--- src/core/spb_pkg.sv ---
/*
  Shared constants and carrier types for the sub-panel packet bridge.
  Assumes the link packet layer delivers decoded payload words on the
  bridge clock (100 MHz) with length and CRC fields already removed.
*/
// Notes on behaviour
// - Sub-panel packets become parallel 68/80 write cycles
// - Bus widths 18, 16, 9, 8 only
// - Selection index data bit0 zero selects sub path
// - Insert memory-write command before pixel data
// - TFT 18/16 register data on [17:10],[8:1]
// - 9/8 bit: upper byte then lower on [17:10]
// - 68 style write only, far read/write held low
// - TFT timing; style bit 1 means 68 cycles
// - Width taken from width-select field
// - Passive panel uses 80 style only
// - Passive instructions always 8 bits wide
// - Passive register select copies address bit0
// - Instruction byte low, parameter bytes high select
// - Passive 16-bit video over 8 bits: two bytes
// - Register packet recognised by type 146
// - Video packet recognised by type 16, in order
package spb_pkg;
  localparam logic [15:0] TYPE_REG = 16'h0092;
  localparam logic [15:0] TYPE_VIDEO = 16'h0010;
  localparam logic [15:0] RW_WRITE_INFO = 16'h0000;
  localparam logic [15:0] SEL_INDEX_RESET = 16'h0053;
  localparam logic [15:0] MEM_WRITE_INDEX = 16'h0022;
  localparam logic [1:0] WIDTH_18 = 2'h0;
  localparam logic [1:0] WIDTH_16 = 2'h1;
  localparam logic [1:0] WIDTH_9 = 2'h2;
  localparam logic [1:0] WIDTH_8 = 2'h3;
  localparam int CLK_FREQ_MHZ = 100;
  localparam int SETUP_NS = 20;
  localparam int STROBE_NS = 50;
  localparam int HOLD_NS = 20;
  localparam logic [7:0] SETUP_CYC = 8'((SETUP_NS * CLK_FREQ_MHZ + 999) / 1000);
  localparam logic [7:0] STROBE_CYC = 8'((STROBE_NS * CLK_FREQ_MHZ + 999) / 1000);
  localparam logic [7:0] HOLD_CYC = 8'((HOLD_NS * CLK_FREQ_MHZ + 999) / 1000);

  typedef struct packed {
    logic last;
    logic [17:0] data;
  } spb_link_word_t;

  typedef struct packed {
    logic regSel;
    logic isVideo;
    logic [17:0] data;
  } spb_item_t;

  typedef struct packed {
    logic passive;
    logic style68;
    logic [1:0] width;
  } spb_cfg_t;
endpackage : spb_pkg

--- src/core/spb_sub_panel_bridge.sv ---
/*
  Sub-panel packet bridge: parses register-access and video-stream
  payloads, routes them to the main panel port or, through a FIFO, to a
  parallel write-only bus generator for a sub-panel driver.
  Assumes link words and configuration come from logic on ref_clk.
*/
`timescale 1ns/1ps
module spb_sub_panel_bridge #(
  parameter logic [15:0] SEL_INDEX_INIT = spb_pkg::SEL_INDEX_RESET,
  parameter int FIFO_DEPTH = 16
) (
  input wire logic ref_clk,
  input wire logic rst_n,
  input wire spb_pkg::spb_link_word_t linkWord,
  input wire logic linkValid,
  output logic linkReady,
  input wire spb_pkg::spb_cfg_t panelCfg,
  input wire logic selIndexWe,
  input wire logic [15:0] selIndexWrData,
  input wire logic [15:0] videoStartIndex,
  input wire logic stnStartEnable,
  output logic mainRegWe,
  output logic [15:0] mainRegAddr,
  output logic [15:0] mainRegData,
  output logic mainPixelWe,
  output logic [17:0] mainPixel,
  output logic subPathActive,
  output logic busBusy,
  output logic chipSelectN,
  output logic secondaryRegisterSelect,
  output logic secondaryWriteStrobe,
  output logic [17:0] secondaryDataBus
);
  typedef enum logic [2:0] {P_TYPE, P_RWINFO, P_ADDR, P_DATA, P_PIXEL, P_SKIP} spb_pstate_t;
  typedef enum logic [1:0] {B_IDLE, B_SETUP, B_STROBE, B_HOLD} spb_bstate_t;

  spb_pstate_t pState, pNext;
  logic [15:0] addrReg, addrNext, selIndexReg, selIndexNext;
  logic rwOkReg, rwOkNext, selHitReg, selHitNext, toSubReg, toSubNext;
  logic subActiveReg, subActiveNext;
  logic mainRegWeNext, mainPixelWeNext;
  logic [15:0] mainRegAddrNext, mainRegDataNext;
  logic [17:0] mainPixelNext;
  logic take, pushWant, pushValid, fifoInReady;
  spb_pkg::spb_item_t pushItem, headItem;
  logic [19:0] headRaw;
  logic headValid, headPop;

  assign linkReady = !pushWant || fifoInReady;
  assign take = linkValid && linkReady;
  assign pushValid = take && pushWant;
  assign subPathActive = subActiveReg;

  // Packet parser and path routing
  always_comb begin
    pNext = pState;
    addrNext = addrReg;
    rwOkNext = rwOkReg;
    selHitNext = selHitReg;
    toSubNext = toSubReg;
    subActiveNext = subActiveReg;
    selIndexNext = selIndexWe ? selIndexWrData : selIndexReg;
    mainRegWeNext = 1'b0;
    mainPixelWeNext = 1'b0;
    mainRegAddrNext = mainRegAddr;
    mainRegDataNext = mainRegData;
    mainPixelNext = mainPixel;
    pushWant = 1'b0;
    pushItem = '0;
    unique case (pState)
      P_TYPE: begin
        toSubNext = subActiveReg;
        if (linkWord.data[15:0] == spb_pkg::TYPE_REG) begin
          pNext = P_RWINFO;
        end else if (linkWord.data[15:0] == spb_pkg::TYPE_VIDEO) begin
          pNext = P_PIXEL;
          if (subActiveReg && (!panelCfg.passive || stnStartEnable)) begin
            pushWant = 1'b1;
            pushItem.data = {2'h0, videoStartIndex};
          end
        end else begin
          pNext = P_SKIP;
        end
      end
      P_RWINFO: begin
        rwOkNext = (linkWord.data[15:0] == spb_pkg::RW_WRITE_INFO);
        pNext = P_ADDR;
      end
      P_ADDR: begin
        addrNext = linkWord.data[15:0];
        selHitNext = (linkWord.data[15:0] == selIndexReg);
        pNext = P_DATA;
        if (!selHitNext && rwOkReg && toSubReg && !panelCfg.passive) begin
          pushWant = 1'b1;
          pushItem.data = {2'h0, linkWord.data[15:0]};
        end
      end
      P_DATA: begin
        if (rwOkReg && selHitReg) begin
          subActiveNext = !linkWord.data[0];
        end else if (rwOkReg && toSubReg) begin
          pushWant = 1'b1;
          pushItem.regSel = panelCfg.passive ? addrReg[0] : 1'b1;
          pushItem.data = {2'h0, linkWord.data[15:0]};
        end else if (rwOkReg) begin
          mainRegWeNext = take;
          mainRegAddrNext = addrReg;
          mainRegDataNext = linkWord.data[15:0];
        end
      end
      P_PIXEL: begin
        if (toSubReg) begin
          pushWant = 1'b1;
          pushItem.regSel = 1'b1;
          pushItem.isVideo = 1'b1;
          pushItem.data = linkWord.data;
        end else begin
          mainPixelWeNext = take;
          mainPixelNext = linkWord.data;
        end
      end
      P_SKIP: begin
        pNext = P_SKIP;
      end
    endcase
    if (!take) begin
      pNext = pState;
      addrNext = addrReg;
      rwOkNext = rwOkReg;
      selHitNext = selHitReg;
      toSubNext = toSubReg;
      subActiveNext = subActiveReg;
      mainRegAddrNext = mainRegAddr;
      mainRegDataNext = mainRegData;
      mainPixelNext = mainPixel;
    end else if (linkWord.last) begin
      pNext = P_TYPE;
    end
  end

  always_ff @(posedge ref_clk or negedge rst_n) begin
    if (!rst_n) begin
      pState <= P_TYPE;
      addrReg <= '0;
      rwOkReg <= 1'b0;
      selHitReg <= 1'b0;
      toSubReg <= 1'b0;
      subActiveReg <= 1'b0;
      selIndexReg <= SEL_INDEX_INIT;
      mainRegWe <= 1'b0;
      mainPixelWe <= 1'b0;
      mainRegAddr <= '0;
      mainRegData <= '0;
      mainPixel <= '0;
    end else begin
      pState <= pNext;
      addrReg <= addrNext;
      rwOkReg <= rwOkNext;
      selHitReg <= selHitNext;
      toSubReg <= toSubNext;
      subActiveReg <= subActiveNext;
      selIndexReg <= selIndexNext;
      mainRegWe <= mainRegWeNext;
      mainPixelWe <= mainPixelWeNext;
      mainRegAddr <= mainRegAddrNext;
      mainRegData <= mainRegDataNext;
      mainPixel <= mainPixelNext;
    end
  end

  spb_fifo #(.WIDTH(20), .DEPTH(FIFO_DEPTH)) u_fifo (
    .ref_clk(ref_clk),
    .rst_n(rst_n),
    .inValid(pushValid),
    .inReady(fifoInReady),
    .inData(pushItem),
    .outValid(headValid),
    .outReady(headPop),
    .outData(headRaw)
  );
  assign headItem = headRaw;

  // Lane placement of one beat on the sub-panel data bus
  function automatic logic [17:0] busWord(input spb_pkg::spb_item_t it, input logic second,
                                          input spb_pkg::spb_cfg_t cfg);
    logic narrow;
    narrow = (cfg.width == spb_pkg::WIDTH_9) || (cfg.width == spb_pkg::WIDTH_8);
    if (!it.isVideo && cfg.passive) begin
      return {it.data[7:0], 10'h000};
    end else if (narrow && it.isVideo && cfg.width == spb_pkg::WIDTH_9) begin
      return second ? {it.data[8:0], 9'h000} : {it.data[17:9], 9'h000};
    end else if (narrow) begin
      return second ? {it.data[7:0], 10'h000} : {it.data[15:8], 10'h000};
    end else if (it.isVideo && cfg.width == spb_pkg::WIDTH_18) begin
      return it.data;
    end
    return {it.data[15:8], 1'h0, it.data[7:0], 1'h0};
  endfunction : busWord

  spb_bstate_t bState, bNext;
  logic [7:0] phaseReg, phaseNext;
  logic secondReg, secondNext, csNReg, csNNext, rsReg, rsNext, strobeActReg, strobeActNext;
  logic [17:0] dataReg, dataNext;
  logic twoBeats;

  assign twoBeats = (panelCfg.width == spb_pkg::WIDTH_9 || panelCfg.width == spb_pkg::WIDTH_8)
                    && (headItem.isVideo || !panelCfg.passive);
  assign headPop = (bState == B_HOLD) && (phaseReg == '0) && (!twoBeats || secondReg);
  assign busBusy = (bState != B_IDLE);
  assign chipSelectN = csNReg;
  assign secondaryRegisterSelect = rsReg;
  assign secondaryDataBus = dataReg;
  // 68 style drives an active-high enable; 80 style an active-low write
  assign secondaryWriteStrobe = (panelCfg.style68 && !panelCfg.passive) ? strobeActReg
                                : !strobeActReg;

  // Write-cycle generator, one beat per setup/strobe/hold sequence
  always_comb begin
    bNext = bState;
    phaseNext = (phaseReg != '0) ? phaseReg - 1'b1 : phaseReg;
    secondNext = secondReg;
    csNNext = csNReg;
    rsNext = rsReg;
    strobeActNext = strobeActReg;
    dataNext = dataReg;
    unique case (bState)
      B_IDLE: begin
        if (headValid) begin
          bNext = B_SETUP;
          phaseNext = spb_pkg::SETUP_CYC - 1'b1;
          csNNext = 1'b0;
          rsNext = headItem.regSel;
          dataNext = busWord(headItem, 1'b0, panelCfg);
        end
      end
      B_SETUP: begin
        if (phaseReg == '0) begin
          bNext = B_STROBE;
          phaseNext = spb_pkg::STROBE_CYC - 1'b1;
          strobeActNext = 1'b1;
        end
      end
      B_STROBE: begin
        if (phaseReg == '0) begin
          bNext = B_HOLD;
          phaseNext = spb_pkg::HOLD_CYC - 1'b1;
          strobeActNext = 1'b0;
        end
      end
      B_HOLD: begin
        if (phaseReg == '0) begin
          if (twoBeats && !secondReg) begin
            bNext = B_SETUP;
            phaseNext = spb_pkg::SETUP_CYC - 1'b1;
            secondNext = 1'b1;
            dataNext = busWord(headItem, 1'b1, panelCfg);
          end else begin
            bNext = B_IDLE;
            secondNext = 1'b0;
            csNNext = 1'b1;
          end
        end
      end
    endcase
  end

  always_ff @(posedge ref_clk or negedge rst_n) begin
    if (!rst_n) begin
      bState <= B_IDLE;
      phaseReg <= '0;
      secondReg <= 1'b0;
      csNReg <= 1'b1;
      rsReg <= 1'b0;
      strobeActReg <= 1'b0;
      dataReg <= '0;
    end else begin
      bState <= bNext;
      phaseReg <= phaseNext;
      secondReg <= secondNext;
      csNReg <= csNNext;
      rsReg <= rsNext;
      strobeActReg <= strobeActNext;
      dataReg <= dataNext;
    end
  end
endmodule : spb_sub_panel_bridge

--- src/core/spb_fifo.sv ---
/*
  Parameterised FIFO with valid/ready on both sides; head word is held
  in an output register. DEPTH must be a power of two.
*/
`timescale 1ns/1ps
module spb_fifo #(
  parameter int WIDTH = 20,
  parameter int DEPTH = 16
) (
  input wire logic ref_clk,
  input wire logic rst_n,
  input wire logic inValid,
  output logic inReady,
  input wire logic [WIDTH-1:0] inData,
  output logic outValid,
  input wire logic outReady,
  output logic [WIDTH-1:0] outData
);
  localparam int AW = $clog2(DEPTH);
  localparam logic [AW:0] FULL_COUNT = (AW+1)'(DEPTH);

  logic [WIDTH-1:0] mem [DEPTH];
  logic [AW-1:0] wrReg, wrNext, rdReg, rdNext;
  logic [AW:0] countReg, countNext;
  logic [WIDTH-1:0] outReg, outNext;
  logic outValidReg, outValidNext;
  logic push, load;

  assign inReady = (countReg != FULL_COUNT);
  assign push = inValid && inReady;
  assign load = (countReg != '0) && (!outValidReg || outReady);
  assign outValid = outValidReg;
  assign outData = outReg;

  always_comb begin
    wrNext = push ? wrReg + 1'b1 : wrReg;
    rdNext = load ? rdReg + 1'b1 : rdReg;
    countNext = countReg;
    if (push && !load) begin
      countNext = countReg + 1'b1;
    end else if (load && !push) begin
      countNext = countReg - 1'b1;
    end
    outNext = load ? mem[rdReg] : outReg;
    outValidNext = load ? 1'b1 : (outReady ? 1'b0 : outValidReg);
  end

  always_ff @(posedge ref_clk or negedge rst_n) begin
    if (!rst_n) begin
      wrReg <= '0;
      rdReg <= '0;
      countReg <= '0;
      outReg <= '0;
      outValidReg <= 1'b0;
    end else begin
      wrReg <= wrNext;
      rdReg <= rdNext;
      countReg <= countNext;
      outReg <= outNext;
      outValidReg <= outValidNext;
    end
  end

  always_ff @(posedge ref_clk) begin
    if (push) begin
      mem[wrReg] <= inData;
    end
  end
endmodule : spb_fifo

--- config.mk ---
export PLATFORM = sky130hd
export DESIGN_NAME = spb_sub_panel_bridge
export DESIGN_NICKNAME = d
export VERILOG_FILES = /design/src/core/spb_pkg.sv /design/src/core/spb_sub_panel_bridge.sv /design/src/core/spb_fifo.sv
export SDC_FILE = /design/constraint.sdc
export NUM_CORES = 1
export LEC_CHECK = 0
export BUFFER_PORTS_ARGS = -buffer_cell sky130_fd_sc_hd__buf_2
export CAP_MARGIN = 0
export CORE_UTILIZATION = 55
export CTS_CLUSTER_DIAMETER = 50
export CTS_CLUSTER_SIZE = 24
export DETAILED_ROUTE_END_ITERATION = 10
export PLACE_DENSITY = 0.77
export SLEW_MARGIN = 20
export SYNTH_ARGS = -nofsm -noshare
export SYNTH_HDL_FRONTEND = slang
export SYNTH_SLANG_ARGS = --single-unit
--- constraint.sdc ---
create_clock -name ref_clk -period 12.83 [get_ports ref_clk]
set_input_delay 1.9245 -clock ref_clk [delete_from_list [all_inputs] [get_ports ref_clk]]
set_output_delay 1.9245 -clock ref_clk [all_outputs]
set_load 0.02 [all_outputs]
==> flow_summary.json <==
{
  "outcome": "complete, no violations",
  "cp_cell_sequence": "buf_2 > nor4_1 > nand4_1 > nor2_1 > buf_4 > o21bai_1 > buf_2",
  "cts_tree": "built",
  "synth_compound_area_frac": 0.0459,
  "dieArea_um2": 36500,
  "track_usage": 0.247,
  "finalCritPeriodShare": 0.448,
  "maxSlewViolCount": 0,
  "fin_crit_ns": 5.75,
  "areaGrowthSynthToFinish_pct": 12.9,
  "fp-row-count": 68,
  "synthSimpleGateAreaFrac": 0.0412,
  "min_path_cells": 1,
  "cp-start-kind": "input port",
  "reg2reg_depth": 14,
  "cts_buffers": 37,
  "syn_area_per_cell_um2": 17.7,
  "crit_path_frequent_cell": "buf_2",
  "hold_path.class": "register to register",
  "final_cell_mix": "edfxtp_1, dfrtp_1, buf_2, mux2_2, mux4_2",
  "drc_errors": 0,
  "clock.fmax_mhz": 174,
  "synthXorXnorAreaFrac": 0.0152,
  "postCtsResizedCells": 0,
  "cap_violations": 0,
  "crit_required_ns": 10.91,
  "grt_max_degree": 63,
  "drtAntennaViolNets": 0,
  "synth_edf_count": 320,
  "min_to": "mainRegAddr[3]",
  "cp_slowest_cell": "nor4_1",
  "cp_max_fo": 19,
  "fill_cells": 2408,
  "vias": 10694,
  "place.gp.congestion": 0.848,
  "seq_area_um2": 13500,
  "global_route.overflow_total": 0,
  "dp_hpwl_mm": 28.2,
  "synthDistinctLibCells": 70,
  "r2r_start": "selIndexReg[4]",
  "syn_area_um2": 19600,
  "reg2reg_to": "u_fifo.countReg[4]",
  "synth_adder_area_share": 0.0118,
  "antenna_cells": 0,
  "drive_gt1_frac": 0.363,
  "initial_utilization": 0.563,
  "postCtsSetupBuffers": 0,
  "cts_hold_buf": 0,
  "wl_per_cell_um": 25.2,
  "slew_headroom": 0.269,
  "drt_iter0_drc": 896,
  "synth.area.mux_share": 0.180,
  "hold_violations": 0,
  "syn_nets": 1185,
  "antenna_found_initial": 0,
  "path_buf_inv": 3,
  "worst_path_dominant_cell_family": "simple AND/OR/NAND/NOR gates",
  "setup_tns_ns": 0,
  "dieHeight_um": 191,
  "skew_ns": 0.0249,
  "r2r_slack_ns": 8.59,
  "syn-instance-count": 1107,
  "die_w_um": 191,
  "clock_latency_ns": 0.56,
  "tightest_slew_ns": 1.10,
  "min-delay-start": "addrReg[3]",
  "grt_pass1_vias": 10951,
  "grt_setup_unrepaired": "no",
  "grt_pass1_wl_mm": 66.4,
  "clock_path_buffers": 3,
  "place_inst": 1663,
  "worst-endpoint-arrival_ns": 3.82,
  "layout_commonest_cell": "edfxtp_1",
  "leakagePower_nw": 8.28,
  "io_pins": 136,
  "ys_seq_area_frac": 0.689,
  "clkTransAtPathRegs_ns": 0.08,
  "clock-sinks": 477,
  "async_flop_share": 0.329,
  "peakVddDrop_mv": 0.152,
  "port_buffers": 135,
  "multi_input_area_um2": 5850,
  "drt_wl_total_mm": 43.5,
  "slowest_delay_ns": 0.51,
  "via_per_inst": 6.19,
  "whs_ns": 0.504,
  "firstDrtPassIters": 7,
  "finalSetupViolCount": 0,
  "core_um2": 34900,
  "synth_top_family_by_area": "multiplexers",
  "endpoint_kind": "primary output",
  "pwr_density_cell_nw_per_um2": 156,
  "cts_root_buffer": "clkbuf_16",
  "yosys_warnings": 0,
  "crit_type": "input port to primary output",
  "h-tree-depth": 2,
  "ys_ff_latch": 477,
  "fin_nets": 1326,
  "final_cells": 1729,
  "synthFlopType": "edfxtp_1"
}
area by class of cell:
| type | count | area share |
|---|---|---|
| clock buffers | 38 | 0.0424 |
| clock inverters | 27 | 0.0144 |
| inverters | 19 | 0.00322 |
| multi-input cells | 554 | 0.264 |
| flip-flops and latches | 477 | 0.611 |
| well taps | 455 | 0.0257 |
| repair buffers | 159 | 0.0398 |
how the worst max path moves through the flow:
stage / from / end / slack [ns] / depth (start not counted)
after floorplan: linkWord[1] / linkReady / 7.20 / 8
after global placement: linkWord[2] / u_fifo.countReg[4] / 6.92 / 15
after detailed placement: linkWord[10] / u_fifo.countReg[4] / 6.75 / 15
after CTS: linkWord[14] / linkReady / 7.17 / 8
after global routing: linkWord[9] / linkReady / 7.04 / 7
final: linkWord[9] / linkReady / 7.08 / 7
report_power, final:
| group | switching [W] | total (W) | internal [W] |
|---|---|---|---|
| Clock | 0.000609 | 0.00119 | 0.000580 |
| Sequential | 0.0000899 | 0.00182 | 0.00173 |
| Combinational | 0.000243 | 0.000448 | 0.000204 |
metrics by stage:
step | area (um2) | power (W) | utilization | setup slack [ns]
2_1_floorplan | 19600 | 0.00216 | - | 7.20
3_3_place_gp | 20900 | 0.00229 | 0.598 | 6.92
6_report | 22200 | 0.00346 | 0.636 | 7.08
5_1_grt | 22200 | 0.00359 | 0.636 | 7.04
4_1_cts | 22100 | 0.00348 | 0.635 | 7.17
3_5_place_dp | 20900 | 0.00230 | 0.598 | 6.75
cell usage after synthesis, drive strengths merged (3+ instances only):
cell    number  area share
and3         4      0.0013
a22o        16      0.0071
o21ai       12      0.0032
nand4        7      0.0022
a32oi        6      0.0027
a22oi       13      0.0050
a21o        11      0.0042
nor3         7      0.0018
edfxtp     320        0.49
nor2b        8      0.0025
buf         25      0.0069
o211ai       3      0.0011
nor4         7      0.0025
nand3        7      0.0018
ha          17       0.011
inv         18      0.0034
mux4        82       0.094
a21oi       27      0.0075
a221oi       3      0.0013
clkbuf      32      0.0061
xnor2       29       0.013
and2         4      0.0013
a222oi       3      0.0015
nand2       45      0.0086
dfstp        5      0.0067
or4          3      0.0013
nor3b        3      0.0011
nand2b       4      0.0013
and4b        5      0.0025
xor2         5      0.0022
nor4b        7      0.0039
a211oi       3      0.0014
o22ai        8      0.0025
mux2i       26       0.013
dfrtp      152        0.19
mux2       124       0.073
nor2        28      0.0056
metal layers:
layer	global-route usage	vias up	wire (um)
li1	-	4644	-
met3	0.0710	79	4180
met1	0.333	5454	17700
met2	0.388	517	20400
met4	0.0791	0	1160
met5	0	-	0
flip-flops by register name, summed over array words and instances (netlist names), 2 cells and up:
| signal | cells |
|---|---|
| u_fifo.mem | 320 |
| u_fifo.outData | 20 |
| mainPixel | 18 |
| secondaryDataBus | 18 |
| addrReg | 16 |
| mainRegAddr | 16 |
| mainRegData | 16 |
| selIndexReg | 16 |
| phaseReg | 8 |
| u_fifo.countReg | 5 |
| u_fifo.rdReg | 4 |
| u_fifo.wrReg | 4 |
| pState | 3 |
| bState | 2 |
worst register-to-register path, delay by kind of cell, from the launching register on:
| kind | cells | cell delay, ns |
|---|---|---|
| AOI/OAI and AO/OA | 4 | 1.22 |
| and+or+nand+nor | 3 | 0.71 |
| adders and majority gates | 2 | 0.61 |
| buffers and inverters | 2 | 0.58 |
| DFF | 1 | 0.56 |
| xor gates and xnor gates | 3 | 0.42 |
kinds of logic (layout without fill, tap and decap cells):
family | count (synthesis) | count (layout)
flip-flops | 477 | 477
multiplexers | 232 | 232
AND/OR/NAND/NOR | 147 | 147
AO/OA/AOI/OAI | 123 | 123
buffers and inverters | 76 | 243
XOR/XNOR | 34 | 34
adder cells (fa/ha/maj) | 18 | 18
Note: power is estimated with default switching activity, not from simulation.
